**src/include/hbd_defines.vh**
```
`ifndef HBD_DEFINES_VH
`define HBD_DEFINES_VH

// Register offsets (8-bit address space)
`define HBD_ADR_IST0 8'h00
`define HBD_ADR_IST1 8'h01
`define HBD_ADR_IST2 8'h02
`define HBD_ADR_IMSK0 8'h04
`define HBD_ADR_IMSK1 8'h05
`define HBD_ADR_IMSK2 8'h06
`define HBD_ADR_TXCNT_LO 8'h08
`define HBD_ADR_TXCNT_HI 8'h09
`define HBD_ADR_STAT 8'h0A

// Reset values
`define HBD_MASK_RST 8'hFF
`define HBD_ZERO8 8'h00
`define HBD_ZERO16 16'h0000
`define HBD_ZERO6 6'h00
`define HBD_ZERO5 5'h00
`define HBD_ZERO24 24'h000000
`define HBD_ONES8 8'hFF

// Transmit DMA block size in bytes
`define HBD_BLOCK 6'h20
`define HBD_ONE16 16'h0001
`define HBD_ONE6 6'h01
`define HBD_TWO16 16'h0002
`define HBD_TWO6 6'h02

// Access state machine, one-hot
`define HBD_S_IDLE 3'h1
`define HBD_S_ACK 3'h2
`define HBD_S_DONE 3'h4

`endif

```
**src/rtl/hbd_host_port.v**
```verilog
// How it works
// (RULE1) Host holds write data valid while write strobe stays low.
// (RULE2) Width input low selects 8-bit bus; high selects 16-bit word transfers.
// (RULE3) In 16-bit mode lane enables or lane strobes pick the bytes; count low writes take the low byte even with only the high lane on.
// (RULE4) Interrupt request goes active when any status bit is set; the code counts only status bits whose mask bit is zero.
// (RULE5) Reading a status register clears the bits it reports.
// (RULE6) Interrupt request inactive while all status bits are clear.
// (RULE7) A source reaches the request only when its mask bit is zero.
// (RULE8) Ready is asserted once the device can complete the transfer.
// (RULE9) Ready holds until the strobes or chip select go inactive.
// (RULE10) Ready is high impedance when no access is in progress.
// (RULE11) Low reset forces all registers and state machines to reset state.
// (RULE12) While reset is low every output is released.
// (RULE13) Transmit DMA request stays active while transmit FIFO needs data.
// (RULE14) Host writes byte count low and high before a transmit DMA.
// (RULE15) Transmit data is requested in 32-byte blocks plus a final rest.
// (RULE16) Transmit request drops at the start of the last write cycle.
// (RULE17) Receive DMA request stays active while receive FIFO needs emptying.
// (RULE18) Receive request drops right after the last read cycle begins.
// (RULE19) Low DMA grant with a strobe is the access enable for the FIFOs.
// (RULE20) During grant, address and chip select are ignored; FIFOs are selected.
// (RULE21) Bus style pin: high single-strobe, low strobe-pair, falling edge muxed.
// (RULE22) Host drives chip select low for any register access.
// (RULE23) In strobe-pair mode read data is driven while read strobe is low.
`timescale 1ns/10ps
`include "hbd_defines.vh"

module hbd_host_port (
  // Clock and reset
  input wire ref_clk,
  input wire reset_n,
  // Bus configuration
  input wire bus_width_16,
  input wire bus_style_select,
  // Host bus
  input wire chip_sel_n,
  input wire [7:0] addr,
  input wire rd_n,
  input wire wr_n,
  input wire transfer_strobe_n,
  input wire rd_wr_n,
  input wire low_lane_enable_n,
  input wire high_lane_enable_n,
  input wire low_lane_strobe_n,
  input wire high_lane_strobe_n,
  input wire [15:0] data_in,
  output reg [15:0] data_out,
  output wire data_oe,
  // Ready / acknowledge, active low, tri-state
  output wire transfer_ack_out_n,
  output wire transfer_ack_oe,
  // Interrupt, open drain, active low
  output wire irq_out_n,
  output wire irq_oe,
  // Interrupt event sources, one-cycle pulses
  input wire [23:0] irq_events,
  // Channel A DMA
  output wire tx_dma_request,
  output wire tx_dma_oe,
  output wire rx_dma_request,
  output wire rx_dma_oe,
  input wire dma_grant_n,
  // Transmit FIFO side
  input wire tx_dma_start,
  output reg [15:0] tx_fifo_data,
  output reg tx_fifo_wr,
  // Receive FIFO side
  input wire [15:0] rx_fifo_data,
  input wire [5:0] rx_block_bytes,
  input wire rx_block_ready,
  output reg rx_fifo_rd
);

  // ------------------------------------------------------------
  // Bus mode decode
  // ------------------------------------------------------------
  reg style_q_r;
  reg muxed_r;
  reg [7:0] latched_addr_r;

  always @(posedge ref_clk or negedge reset_n)
  begin
    if (!reset_n) // RULE11
    begin
      style_q_r <= 1'b0;
      muxed_r <= 1'b0;
      latched_addr_r <= `HBD_ZERO8;
    end
    else
    begin
      style_q_r <= bus_style_select;
      // Falling edge selects multiplexed mode and latches the address
      if (style_q_r && !bus_style_select) // RULE21
      begin
        muxed_r <= 1'b1;
        latched_addr_r <= data_in[7:0];
      end
    end
  end

  // Single-strobe mode only when the pin sits static high
  wire single_strobe = bus_style_select && !muxed_r; // RULE21
  wire [7:0] eff_addr = muxed_r ? latched_addr_r : addr;

  wire lo_lane_raw = single_strobe ? !low_lane_strobe_n : !low_lane_enable_n;
  wire hi_lane_raw = single_strobe ? !high_lane_strobe_n : !high_lane_enable_n;
  wire lane_lo = bus_width_16 ? lo_lane_raw : 1'b1; // RULE2 RULE3
  wire lane_hi = bus_width_16 & hi_lane_raw; // RULE2 RULE3

  wire strobe_any = single_strobe ?
    (bus_width_16 ? (!low_lane_strobe_n || !high_lane_strobe_n) : !transfer_strobe_n) :
    (!rd_n || !wr_n);
  wire is_read = single_strobe ? rd_wr_n : !rd_n;
  wire dma_sel = !dma_grant_n && strobe_any; // RULE19 RULE20
  wire reg_sel = dma_grant_n && !chip_sel_n && strobe_any; // RULE20 RULE22
  wire acc = dma_sel || reg_sel;

  // ------------------------------------------------------------
  // Access state machine
  // ------------------------------------------------------------
  reg [2:0] state_r;
  reg [2:0] state_nxt;

  always @*
  begin
    state_nxt = state_r;
    case (state_r)
      `HBD_S_IDLE: if (acc) state_nxt = `HBD_S_ACK; // RULE8
      `HBD_S_ACK: if (!acc) state_nxt = `HBD_S_IDLE; // RULE9
      `HBD_S_DONE: state_nxt = `HBD_S_IDLE;
      default: state_nxt = `HBD_S_IDLE;
    endcase
  end

  always @(posedge ref_clk or negedge reset_n)
  begin
    if (!reset_n)
      state_r <= `HBD_S_IDLE; // RULE11
    else
      state_r <= state_nxt;
  end

  wire start = (state_r == `HBD_S_IDLE) && acc;
  wire in_ack = (state_r == `HBD_S_ACK);
  assign transfer_ack_out_n = 1'b0;
  // Released outside an access and in reset so a shared pull-up wins
  assign transfer_ack_oe = in_ack && acc && reset_n; // RULE8 RULE9 RULE10 RULE12

  // ------------------------------------------------------------
  // Registers
  // ------------------------------------------------------------
  reg [23:0] isr_r;
  reg [23:0] imr_r;
  reg [15:0] tx_count_r;
  reg [15:0] tx_left_r;
  reg [5:0] tx_blk_r;
  reg tx_active_r;
  reg [5:0] rx_left_r;
  reg rx_active_r;
  wire [23:0] irq_status_regs = isr_r;
  wire [23:0] irq_mask_regs = imr_r;

  function [7:0] lane_byte;
    input [15:0] d;
    input hi_only;
    begin
      lane_byte = hi_only ? d[15:8] : d[7:0];
    end
  endfunction

  wire hi_only = bus_width_16 && lane_hi && !lane_lo;
  wire [7:0] wbyte = lane_byte(data_in, hi_only);
  wire reg_wr = start && reg_sel && !is_read;
  wire reg_rd = start && reg_sel && is_read;
  wire dma_wr = start && dma_sel && !is_read;
  wire dma_rd = start && dma_sel && is_read;

  // Status clear on read, events set wins over the clear
  reg [23:0] rd_clr;
  always @*
  begin
    rd_clr = `HBD_ZERO24;
    // Whole byte clears at access start; the data latch takes the old value at that edge
    if (reg_rd)
      case (eff_addr)
        `HBD_ADR_IST0: rd_clr[7:0] = `HBD_ONES8; // RULE5
        `HBD_ADR_IST1: rd_clr[15:8] = `HBD_ONES8; // RULE5
        `HBD_ADR_IST2: rd_clr[23:16] = `HBD_ONES8; // RULE5
        default: rd_clr = `HBD_ZERO24;
      endcase
  end

  always @(posedge ref_clk or negedge reset_n)
  begin
    if (!reset_n)
    begin
      isr_r <= `HBD_ZERO24; // RULE11
      imr_r <= {`HBD_MASK_RST, `HBD_MASK_RST, `HBD_MASK_RST};
      tx_count_r <= `HBD_ZERO16;
    end
    else
    begin
      isr_r <= (isr_r & ~rd_clr) | irq_events;
      if (reg_wr)
        case (eff_addr)
          `HBD_ADR_IMSK0: imr_r[7:0] <= wbyte;
          `HBD_ADR_IMSK1: imr_r[15:8] <= wbyte;
          `HBD_ADR_IMSK2: imr_r[23:16] <= wbyte;
          `HBD_ADR_TXCNT_LO: // RULE14
          begin
            tx_count_r[7:0] <= data_in[7:0];
            if (bus_width_16 && lane_hi)
              tx_count_r[15:8] <= data_in[15:8];
          end
          `HBD_ADR_TXCNT_HI: tx_count_r[15:8] <= wbyte; // RULE14
          default: tx_count_r <= tx_count_r;
        endcase
    end
  end

  // Open-drain: pull low while any unmasked status bit is set
  // Status bits stay set while masked, so unmasking later still raises the request
  wire irq_pend = |(irq_status_regs & ~irq_mask_regs); // RULE4 RULE6 RULE7
  assign irq_out_n = 1'b0;
  assign irq_oe = irq_pend && reset_n; // RULE12

  // ------------------------------------------------------------
  // Transmit DMA
  // ------------------------------------------------------------
  // Bytes taken per cycle: two on a 16-bit word, else one
  wire [15:0] tx_step = (bus_width_16 && lane_lo && lane_hi) ? `HBD_TWO16 : `HBD_ONE16;
  wire [5:0] tx_step6 = (bus_width_16 && lane_lo && lane_hi) ? `HBD_TWO6 : `HBD_ONE6;
  // Last cycle of the whole count or of a 32-byte block
  wire tx_last = (tx_left_r <= tx_step) || (tx_blk_r <= tx_step6); // RULE15

  always @(posedge ref_clk or negedge reset_n)
  begin
    if (!reset_n)
    begin
      tx_left_r <= `HBD_ZERO16;
      tx_blk_r <= `HBD_ZERO6;
      tx_active_r <= 1'b0;
      tx_fifo_data <= `HBD_ZERO16;
      tx_fifo_wr <= 1'b0;
    end
    else
    begin
      tx_fifo_wr <= dma_wr && tx_active_r;
      if (tx_dma_start && !tx_active_r &&
        (tx_left_r != `HBD_ZERO16 || tx_count_r != `HBD_ZERO16))
      begin
        // A restart after a full block resumes the bytes left, so the count is reached
        // Reloading here instead would repeat the first block for ever on long counts
        if (tx_left_r == `HBD_ZERO16)
          tx_left_r <= tx_count_r; // RULE15
        tx_blk_r <= `HBD_BLOCK; // RULE15
        tx_active_r <= 1'b1;
      end
      else if (dma_wr && tx_active_r)
      begin
        tx_fifo_data <= data_in;
        tx_left_r <= (tx_left_r <= tx_step) ? `HBD_ZERO16 : tx_left_r - tx_step;
        tx_blk_r <= (tx_blk_r <= tx_step6) ? `HBD_BLOCK : tx_blk_r - tx_step6;
        // FIFO refill restarts the next block via tx_dma_start
        if (tx_last)
          tx_active_r <= 1'b0;
      end
    end
  end

  // Drops combinationally as the final write strobe begins
  assign tx_dma_request = tx_active_r && !(dma_sel && !is_read && tx_last); // RULE13 RULE16
  assign tx_dma_oe = reset_n; // RULE12

  // ------------------------------------------------------------
  // Receive DMA
  // ------------------------------------------------------------
  wire rx_last = rx_left_r <= tx_step6;

  always @(posedge ref_clk or negedge reset_n)
  begin
    if (!reset_n)
    begin
      rx_left_r <= `HBD_ZERO6;
      rx_active_r <= 1'b0;
      rx_fifo_rd <= 1'b0;
    end
    else
    begin
      rx_fifo_rd <= dma_rd && rx_active_r;
      if (rx_block_ready && !rx_active_r && rx_block_bytes != `HBD_ZERO6)
      begin
        rx_left_r <= rx_block_bytes; // RULE17
        rx_active_r <= 1'b1;
      end
      else if (dma_rd && rx_active_r)
      begin
        rx_left_r <= rx_last ? `HBD_ZERO6 : rx_left_r - tx_step6;
        if (rx_last)
          rx_active_r <= 1'b0; // RULE18
      end
    end
  end

  assign rx_dma_request = rx_active_r && !(dma_sel && is_read && rx_last); // RULE17 RULE18
  assign rx_dma_oe = reset_n; // RULE12

  // ------------------------------------------------------------
  // Read data
  // ------------------------------------------------------------
  reg [7:0] rbyte;
  always @*
  begin
    case (eff_addr)
      `HBD_ADR_IST0: rbyte = isr_r[7:0];
      `HBD_ADR_IST1: rbyte = isr_r[15:8];
      `HBD_ADR_IST2: rbyte = isr_r[23:16];
      `HBD_ADR_IMSK0: rbyte = imr_r[7:0];
      `HBD_ADR_IMSK1: rbyte = imr_r[15:8];
      `HBD_ADR_IMSK2: rbyte = imr_r[23:16];
      `HBD_ADR_TXCNT_LO: rbyte = tx_count_r[7:0];
      `HBD_ADR_TXCNT_HI: rbyte = tx_count_r[15:8];
      `HBD_ADR_STAT: rbyte = {`HBD_ZERO5, muxed_r, tx_active_r, rx_active_r};
      default: rbyte = `HBD_ZERO8;
    endcase
  end

  always @(posedge ref_clk or negedge reset_n)
  begin
    if (!reset_n)
      data_out <= `HBD_ZERO16;
    else if (dma_rd)
      data_out <= rx_fifo_data;
    else if (reg_rd)
      data_out <= hi_only ? {rbyte, `HBD_ZERO8} : {`HBD_ZERO8, rbyte}; // RULE2
  end

  // Data lines driven only while the read strobe is held
  assign data_oe = in_ack && acc && is_read && reset_n; // RULE23 RULE12

endmodule // hbd_host_port

```
**config.mk**
```make
export PLATFORM = sky130hd
export DESIGN_NAME = hbd_host_port
export DESIGN_NICKNAME = d
export VERILOG_FILES = /design/src/rtl/hbd_host_port.v
export VERILOG_INCLUDE_DIRS = /design/src /design/src/include
export SDC_FILE = /design/constraint.sdc
export NUM_CORES = 1
export LEC_CHECK = 0
export BUFFER_PORTS_ARGS = -buffer_cell sky130_fd_sc_hd__buf_2
export CAP_MARGIN = 20
export CORE_ASPECT_RATIO = 1.75
export CORE_MARGIN = 4
export CORE_UTILIZATION = 30
export DETAILED_ROUTE_END_ITERATION = 7
export HOLD_SLACK_MARGIN = 0.12
export MAX_ROUTING_LAYER = met4
export PLACE_DENSITY = 0.47
export REMOVE_ABC_BUFFERS = 1
export SLEW_MARGIN = 20
export SYNTH_ARGS = -nofsm -noshare
export SYNTH_HDL_FRONTEND = slang
export SYNTH_SLANG_ARGS = --single-unit
```
**constraint.sdc**
```tcl
create_clock -name ref_clk -period 3.76 [get_ports ref_clk]
set_input_delay 0 -clock ref_clk [delete_from_list [all_inputs] [get_ports ref_clk]]
set_output_delay 0 -clock ref_clk [all_outputs]
set_load 0.05 [all_outputs]
```
* Word-level counts from Yosys, hierarchy flattened *
Cells that the tools add are included.

storage, ports and cells
  flip-flop bits (word level) = 141
  input port bits = 86
  word-level logic and storage cells = 162

operators by class
  $add $sub $neg = 3
  $lt $le $gt $ge = 3
  equal/unequal tests = 14
  multiplexer cells = 39
  bitwise logic cells = 7
  reductions and logical operators = 77

operators by type and width
  kind                count
  $mux 16             7
  $pmux 8 s9          1
  $and 24x24->24      2
  $mux 8              6
  $not 24->24         2
  $mux 6              6
  $logic_and 1x1->1   33
  $reduce_bool 16->1  2
  $eq 8x3->1 const B  3
  $eq 8x4->1 const B  3
  $mux 24             1
  $or 24x24->24       1
  $reduce_or 24->1    1
  $reduce_and 2->1    9
  $logic_not 1->1     17
  $le 16x2->1         1
  $logic_not 16->1    1
  $pmux 8 s2          1
  $sub 16x2->16       1
  $le 6x2->1          2
  $mux 1              12
  $reduce_bool 2->1   6
  $sub 6x2->6         2
  $eq 8x1->1 const B  1
  other kinds (14)    22

* Longest topological paths before layout *
Gate-level depths: netlist (run 1).

  depth after elaboration = 13
  gate-level depth with buffers = 13
  depth with buffers taken out = 12

* Worst setup path before layout (run 1) *
No wires, ideal clock.

  path type = register to register
  start = register muxed_r
  end = register tx_active_r
  arrival time = 3430 ps
  path slack = 262 ps
  cell stages (with the launch flop) = 12
  path buffers = 1
  clock period less this slack = 3498 ps
  cells stage by stage = dfrtp_1 -> nand2b_1 -> mux2i_1 -> nand4_1 -> ha_1 -> inv_1 -> fa_1 -> clkbuf_1 -> a21boi_0 -> o21ai_0 -> a31oi_1 -> a211o_1

between the ends
  longest elaborated chain between the ends = 11
  elaborated cells on any way between the ends = 26

ends and longest elaborated chain
  what                                                          RTL line                                                       text
  from (decl)                                                   hbd_host_port.v:78                                             reg muxed_r;
  from (signal assigned)                                        hbd_host_port.v:86                                             muxed_r <= 1'b0;
  from (signal assigned)                                        hbd_host_port.v:95                                             muxed_r <= 1'b1;
  $logic_not 1->1 *                                             hbd_host_port.v:102                                            wire single_strobe = bus_style_select && !muxed_r;
  $logic_and 1x1->1 *                                           hbd_host_port.v:102
  $mux 1, on equally long branches                              hbd_host_port.v:105, hbd_host_port.v:110
  $mux 1 (tied with other cells)                                hbd_host_port.v:107                                            wire lane_lo = bus_width_16 ? lo_lane_raw : 1'b1;
  $logic_and 1x1->1 / $logic_or 1x1->1 (equally long branches)  hbd_host_port.v:231, hbd_host_port.v:232, hbd_host_port.v:116
  $logic_and 1x1->1, on equally long branches                   hbd_host_port.v:231, hbd_host_port.v:232, hbd_host_port.v:143
  $mux 2 (no line) / $logic_and 1x1->1 (equally long branches)  n/a
  $le 16x2->1 (tied with other cells)                           hbd_host_port.v:234                                            wire tx_last = (tx_left_r <= tx_step) || (tx_blk_r <= tx_step6);
  $logic_or 1x1->1 / $logic_and 1x1->1 (equally long branches)  hbd_host_port.v:234, hbd_host_port.v:259
  $reduce_bool 2->1 (no line)                                   n/a
  $reduce_and 2->1 (no line) *                                  n/a
  to (signal assigned)                                          hbd_host_port.v:242                                            tx_active_r <= 1'b0;
  to (signal assigned)                                          hbd_host_port.v:257                                            tx_active_r <= 1'b1;
  to (signal assigned)                                          hbd_host_port.v:266                                            tx_active_r <= 1'b0;
  to (decl)                                                     hbd_host_port.v:157                                            reg tx_active_r;

Mark *: on every way between the ends. The rest lies on a longest branch, timed or not.
A chain may end at the register's enable or synchronous reset.

* Worst setup path in the final report (run 1) *
  start = register latched_addr_r[5]
  end = register data_out[8]

between the ends
  longest elaborated chain between the ends = 6
  elaborated cells on any way between the ends = 14

ends and longest elaborated chain
  what                                RTL line             text
  from (decl)                         hbd_host_port.v:79   reg [7:0] latched_addr_r;
  from (signal assigned)              hbd_host_port.v:87   latched_addr_r <= `HBD_ZERO8;
  from (signal assigned)              hbd_host_port.v:96   latched_addr_r <= data_in[7:0];
  $mux 8 *                            hbd_host_port.v:103  wire [7:0] eff_addr = muxed_r ? latched_addr_r : addr;
  $eq 8x4->1 (tied with other cells)  hbd_host_port.v:314  case (eff_addr)
  $pmux 8 s9 *                        hbd_host_port.v:314
  $mux 16 *                           hbd_host_port.v:335  data_out <= hi_only ? {rbyte, `HBD_ZERO8} : {`HBD_ZERO8, rbyte};
  $mux 16 *                           hbd_host_port.v:334  else if (reg_rd)
  $mux 16 *                           hbd_host_port.v:332  else if (dma_rd)
  to (signal assigned)                hbd_host_port.v:331  data_out <= `HBD_ZERO16;
  to (signal assigned)                hbd_host_port.v:333  data_out <= rx_fifo_data;
  to (signal assigned)                hbd_host_port.v:335
  to (decl)                           hbd_host_port.v:47   output reg [15:0] data_out,

Mark *: on every way between the ends. The rest lies on a longest branch, timed or not. The select of a mux whose other input is x is not followed.

==> results by group, run 1 <==
Status
  – Status: complete, no violations

STA
  – Unrepaired setup endpoints after global routing: no
  – Slew Limit Fails: 0
  – Worst-case clock skew: 0.00899 ns
  – Crit share post-route: 91.8%
  – Setup tns final: 0 ns
  – Period minus WS final: 3.45 ns
  – Final Hold Viols: 0
  – Setup-failing EPs final: 0
  – Fmax: 290 MHz
  – Rel. slew slack: 26.6%
  – Least-Margin Pin Slew: about 1.1 ns

Global route
  – Busiest grt layer: met2
  – Met3 Use GR: 3.68%
  – GR Util met2: 34.1%
  – Initial antenna violation count: 0
  – Largest net degree at the start of global routing: 82
  – Vias in the first global route: 6966
  – Met1 global-route usage: 20.2%
  – Total global routing overflow: 0
  – First-pass GRT wire length: approximately 40 mm
  – Gr usage total: 19.3%

Detailed routing
  – Final wirelength: around 26 mm
  – DRC Markers: 0
  – Routed wire per std cell: 20.7 um
  – Mean number of vias per cell: 5.32
  – ANT nets after route: 0
  – Total number of vias: around 6700
  – Number of detailed-route iterations in the first pass: 5
  – Initial drt markers: approximately 400

Setup path
  – Crit path from: latched_addr_r[5]
  – Critical Path End Type: flip-flop
  – Worst reg2reg setup slack: 0.31 ns
  – Crit-path slowest cell: nor4_1
  – WS Path Type: flip-flop to flip-flop
  – Setup crit start kind: flip-flop
  – Top delay family on crit path: simple AND/OR/NAND/NOR gates
  – FF-to-FF Start: latched_addr_r[5]
  – Crit path largest cell delay: around 0.70 ns
  – Req. time, crit path: between 4 and 5 ns
  – Crit path arrival time: 3.83 ns
  – Crit-path cells: nor4_1, mux2i_1, buf_4, nor3_2, a22oi_1, nand4_1, a31o_2, dlygate4sd3_1
  – Worst-path maximum fanout: 10
  – WP buf/inv: 2

Clock network
  – Worst-Skew Late Latency: 0.44 ns
  – Clock-pin slew on the worst setup and hold paths: 0.06 ns
  – Clock Tree Root: clkbuf_16
  – CTS HTree Levels: 4
  – CTS tree: built
  – Clock Sinks: 140
  – Clock buffer depth: 2
  – TritonCTS buffer count: 17

Yosys
  – Syn Area/Cell: 10.6 um2
  – Async set or reset register ratio after synthesis: 100%
  – Post-synthesis sequential area ratio: 46.8%
  – Top_reg_cell synth: dfrtp_1
  – Syn Inst Count: 715
  – Yosys warnings: 0
  – Synthesis-stage register bit count: 140
  – Mapped cell area: roughly 7500 um2
  – Yosys cell types: 70
  – Post-synth EDFFs: 0

Pwr
  – Reg power frac: about a third
  – Clk pwr share: 26.9%
  – Leakage power: 4.29 nW
  – Switch share: 40.7%
  – Power Density: 623 nW/um2
  – VDD IR-drop max: roughly 330 uV
  – Internal power: ~3.7 mW
  – Sw Pwr: approximately 2.5 mW
  – Combinational power share: 38.3%

Finish
  – Post-route cell area: approximately 9900 um2
  – Commonest non-fill, non-tap cell in the layout: buf_2
  – Commonest cells after routing, fill and taps aside: buf_2 (124), dfrtp_1 (115), mux2_2 (80)
  – Layout cells sized above 1: 32.7%
  – P&R area growth vs syn: 31.5%
  – Number of antenna repair diodes: 0
  – Nets: between 1000 and 1500
  – Fillers: between 2000 and 2500

Floorplan
  – Starting Density: 30.5%
  – Die height: between 200 and 250 um
  – Core box area: 24700 um2
  – Die ar.: 27900 um2
  – Die X: 128 um
  – # IOs: approximately 130
  – Row count: 76

Placed design
  – Placed Area: 8550 um2
  – PortBufs: 126
  – DP Wirelength: between 15 and 20 mm
  – GPL Wtd Cong: 0.926

Min path
  – Worst hold path class: primary input to asynchronous set/reset pin

Flow run
  – Max cap viols: 0
## path summary, 6_finish.rpt
| check | end | cells past startpoint |
|---|---|---|
| setup / recovery | data_out[8] | 8 |
| hold / removal | tx_fifo_data[11] | 2 |
| setup reg to reg | data_out[8] | 8 |
| hold reg to reg | irq_status_regs[14] | 1 |
| max in group asynchronous | state_r[0] | 3 |
| min in group ref_clk | rx_fifo_rd | 4 |
## routing by layer
| metal | part of all wire (%) | wire length [um] |
|---|---|---|
| met5 | 0 | 0 |
| met1 | 37 | 9690 |
| met4 | 4.9 | 1270 |
| met2 | 55 | 14200 |
| met3 | 2.9 | 759 |
## cell usage after synthesis (3+ instances only)
library cell | count | area (um2)
mux2_2 | 80 | 901
mux2i_1 | 6 | 60.1
nand3b_1 | 5 | 37.5
a21oi_1 | 23 | 115
and3_1 | 10 | 62.6
o221ai_1 | 3 | 26.3
nand2_2 | 5 | 31.3
and2_1 | 7 | 43.8
nor4_1 | 21 | 131
or3_1 | 7 | 43.8
nor2b_1 | 9 | 56.3
buf_2 | 5 | 25.0
a22o_1 | 8 | 70.1
o21ai_0 | 45 | 225
nand3_1 | 11 | 55.1
fa_1 | 3 | 60.1
a21o_1 | 28 | 210
clkbuf_1 | 17 | 63.8
nor3b_1 | 6 | 45.0
nand4b_1 | 4 | 35.0
dfstp_2 | 25 | 657
nand2b_1 | 7 | 43.8
nand2_1 | 33 | 124
a211o_1 | 3 | 26.3
nand4_1 | 7 | 43.8
o22ai_1 | 9 | 56.3
ha_1 | 6 | 75.1
nor2_1 | 31 | 116
dfrtp_1 | 115 | 2880
or3b_2 | 4 | 35.0
inv_1 | 42 | 158
or2_2 | 5 | 31.3
a32oi_1 | 3 | 26.3
a31o_2 | 3 | 26.3
and4_1 | 3 | 26.3
a2111oi_0 | 6 | 52.6
a22oi_1 | 30 | 225
nor3_1 | 24 | 120
o2bb2ai_1 | 9 | 78.8
buf_4 | 6 | 45.0
## worst register-to-register path: stages, from the launching register on
cell	delay, ns
dfrtp_1	0.38
nor4_1	0.70
mux2i_1	0.38
buf_4	0.28
nor3_2	0.54
a22oi_1	0.18
nand4_1	0.21
a31o_2	0.17
dlygate4sd3_1	0.54
## cells by family after synthesis
family / count (synthesis) / share of synthesized area [%]
simple gates: 215 / 16.9
other cells: 1 / 0.0497
fa+ha+maj: 9 / 1.79
flops: 140 / 46.8
mux: 87 / 12.9
compound gates: 192 / 17.6
buf+inv: 71 / 4.01
## power by group through the flow
stage / combinational (mW) / sequential [mW] / clock (mW)
CTS: 2.38 / 2.15 / 1.71
detailed placement: 2.26 / 2.17 / 0
floorplan: 0.996 / 2.73 / 0
global placement: 2.26 / 2.17 / 0
global route: 2.55 / 2.20 / 1.78
finish: 2.37 / 2.15 / 1.66
## sequential cells by signal, summed over array words and instances (netlist names)
signal           cells
data_out            16
imr_r               24
irq_status_regs     24
latched_addr_r       8
muxed_r              1
rx_active_r          1
rx_fifo_rd           1
rx_left_r            6
state_r              2
style_q_r            1
tx_active_r          1
tx_blk_r             6
tx_count_r          16
tx_fifo_data        16
tx_fifo_wr           1
tx_left_r           16
## layout make-up
type	instances	area, um2	area share (%)
timing repair buffer	220	1550	15.6
tap	312	390	3.93
clock buffer	17	425	4.29
clock inverter	15	150	1.51
multi-input combinational	505	3710	37.4
sequential	140	3530	35.6
inverter	42	158	1.59
## through the flow
step / setup WS (ns) / hold slack [ns] / total power [mW] / util, % / cells
after floorplan: 0.0586 / -0.296 / 3.73 / - / 687
after global placement: 0.528 / 0.0289 / 4.43 / 34.6 / 1139
after detailed placement: 0.467 / 0.0281 / 4.43 / 34.6 / 1139
after CTS: 0.150 / 0.129 / 6.24 / 40.1 / 1249
after global routing: 0.0785 / 0.150 / 6.53 / 40.1 / 1251
final: 0.307 / 0.0885 / 6.18 / 40.1 / 1251
## timing repair
item	CTS	global route
gates resized for setup	0	1
setup buffers	0	2
hold buffers	78	0
hold endpoints to repair	192	0
setup endpoints to repair	0	1
(Power assumes the default switching activity.)
==> run 2, diff against run 1 <==
--- a/config.mk
+++ b/config.mk
@@ -10,11 +10,11 @@
 export CAP_MARGIN = 20
 export CORE_ASPECT_RATIO = 1.75
 export CORE_MARGIN = 4
-export CORE_UTILIZATION = 30
+export CORE_UTILIZATION = 35
 export DETAILED_ROUTE_END_ITERATION = 7
 export HOLD_SLACK_MARGIN = 0.12
 export MAX_ROUTING_LAYER = met4
-export PLACE_DENSITY = 0.47
+export PLACE_DENSITY = 0.53
 export REMOVE_ABC_BUFFERS = 1
 export SLEW_MARGIN = 20
 export SYNTH_ARGS = -nofsm -noshare
==> results by group, run 2 (synthesis gave the netlist of run 1 again) <==
Status
  – Status: complete, no violations

Global route
  – Vias in the first global route: 6823 (-2.1%)
  – Initial antenna violation count: 0 (unchanged)
  – Total global routing overflow: 0 (unchanged)
  – First-pass GRT wire length: 38.9 mm (-2.5%)
  – Largest net degree at the start of global routing: 73 (-11%)
  – Gr usage total: 21.4% (+2.1 points)

Floorplan
  – Die height: 202 um (-7.1%)
  – Die ar.: 24100 um2 (-14%)
  – Starting Density: 35.8% (+5.2 points)
  – Die X: 119 um (-7.0%)
  – Core box area: 21100 um2 (-15%)
  – # IOs: 129 (unchanged)
  – Row count: 70 (-7.9%)

Finish
  – Finished Layout Cells: 1223 (-2.2%)
  – Area of the multi-input gates: 3710 um2 (unchanged)
  – Nets: 1017 (-0.39%)
  – Commonest non-fill, non-tap cell in the layout: buf_2
  – Fillers: 2041 (-17%)
  – Layout cells sized above 1: 32.4% (-0.29 points)
  – Commonest cells after routing, fill and taps aside: buf_2 (125), dfrtp_1 (115), mux2_2 (80)
  – Number of antenna repair diodes: 0 (unchanged)
  – Post-Route Utilization: 46.8% (+6.6 points)
  – Register area: 3530 um2 (unchanged)
  – P&R area growth vs syn: 30.8%
  – Post-route cell area: 9870 um2 (-0.53%)

Clock network
  – Clock Sinks: 140 (unchanged)
  – Worst-Skew Late Latency: 0.43 ns (about the same)
  – TritonCTS buffer count: 17 (unchanged)
  – Clock-pin slew on the worst setup and hold paths: 0.06 ns (about the same)
  – Clock buffer depth: 2 (unchanged)
  – CTS HTree Levels: 4 (unchanged)
  – Clock Tree Root: clkbuf_16
  – CTS tree: built

Detailed routing
  – Mean number of vias per cell: 5.38 (+1.1%)
  – Initial drt markers: 503 (+24%)
  – Total number of vias: 6584 (-1.2%)
  – DRC Markers: 0 (unchanged)
  – ANT nets after route: 0 (unchanged)
  – Routed wire per std cell: 20.1 um (-2.8%)
  – Final wirelength: 24.6 mm (-5.0%)
  – Number of detailed-route iterations in the first pass: 6 (+1)

STA
  – Final Hold Viols: 0 (unchanged)
  – Setup-failing EPs final: 0 (unchanged)
  – Unrepaired setup endpoints after global routing: no
  – Final WS setup: 0.212 ns (-0.0948 ns)
  – Setup tns final: 0 ns (unchanged)
  – Fmax: 282 MHz (-2.7%)
  – Slew Limit Fails: 0 (unchanged)
  – Rel. slew slack: 25.7% (-0.87 points)
  – Worst-case clock skew: 0.00997 ns (+0.000979 ns)
  – Hold WS: 0.154 ns (+0.0659 ns)
  – Crit share post-route: 94.4% (+2.5 points)
  – Least-Margin Pin Slew: 1.11 ns (+0.0131 ns)
  – Period minus WS final: 3.55 ns (+0.0948 ns)

Setup path
  – Reg2Reg Depth: 11 (+3)
  – Setup crit start kind: flip-flop
  – Worst-path maximum fanout: 6 (-4)
  – Worst reg2reg setup slack: 0.43 ns (+0.12 ns)
  – Critical Path End Type: output pin
  – Req. time, crit path: 3.76 ns (-0.38 ns)
  – Crit path arrival time: 3.55 ns (-0.28 ns)
  – Crit-path slowest cell: fa_1
  – Crit path largest cell delay: 0.44 ns (-0.26 ns)
  – Crit-path cells: nand2b_1, mux2i_1, nand4_1, buf_4, ha_1, fa_1, a21oi_1, or3_1, o21ai_0, a31oi_1, buf_2
  – WS Path Type: flip-flop to output pin

Pwr
  – Power Density: 631 nW/um2 (+1.4%)
  – VDD IR-drop max: 294 uV (-12%)
  – Leakage power: 4.29 nW (about the same)
  – Overall Power: 6.23 mW (+0.82%)

Placed design
  – Placed Area: 8510 um2 (-0.50%)
  – PortBufs: 126 (unchanged)
  – Setup WS pre-CTS: 0.455 ns (-0.0123 ns)
  – GPL Wtd Cong: 0.935 (+1.1%)
  – DP Wirelength: 18.5 mm (-4.8%)
  – Inst Count DP: 1115 (-2.1%)

Min path
  – Worst hold path class: primary input to asynchronous set/reset pin

Flow run
  – Max cap viols: 0 (unchanged)
## run 2: cell types whose count changed in the layout (fill, tap and decap cells not counted)
cell / before / now
buf_12: 1 / 0
buf_2: 124 / 125
buf_4: 15 / 14
bufinv_16: 2 / 3
clkbuf_1: 0 / 2
clkbuf_4: 1 / 0
clkbuf_8: 0 / 2
clkinv_2: 5 / 4
clkinv_4: 3 / 1
clkinvlp_4: 4 / 2
dlygate4sd3_1: 78 / 76
## run 2: repair_timing
item,4_1_cts,5_1_grt
hold buffers,76,0
resized for setup,0,0
setup buffers,0,0
endpoints found under the hold margin,174,0
## run 2: layout make-up
cell class	instances	area share [%]
Sequential cell	140	35.8
Inverter	42	1.60
Clock inverter	11	1.44
Timing Repair Buffer	216	15.2
Clock buffer	21	4.66
Multi-Input combinational cell	505	37.6
Tap cell	288	3.65
## run 2: path summary, 6_finish.rpt
check,from,endpoint
min in group ref_clk,rx_block_ready,rx_left_r[1]
max reg2reg,muxed_r,tx_left_r[14]
max,muxed_r,tx_dma_request
min,reset_n,tx_fifo_wr
min reg2reg,irq_status_regs[22],irq_status_regs[22]
max in group asynchronous,reset_n,imr_r[16]
## run 2: metal layers
| metal | GRT usage, % | vias to the layer above | routed length [um] |
|---|---|---|---|
| met5 | - | - | 0 |
| met4 | 8.79 | 0 | 807 |
| met3 | 2.86 | 52 | 784 |
| met2 | 39.6 | 182 | 13800 |
| met1 | 22.6 | 3259 | 9230 |
| li1 | - | 3091 | - |
## run 2: where the power goes
group | switching [mW] | internal [mW] | leakage [nW]
sequential | 0.294 | 1.86 | 1.62
clock | 0.655 | 1.08 | 0.293
combinational | 1.52 | 0.829 | 2.38
## run 2: worst max-delay path, delay by kind of cell (launching register included)
kind            cells  cell delay, ns
buf+inv             2            0.56
flops               1            0.36
fa+ha+maj           2            0.65
simple gates        3            0.72
compound gates      3            0.54
mux                 1            0.29
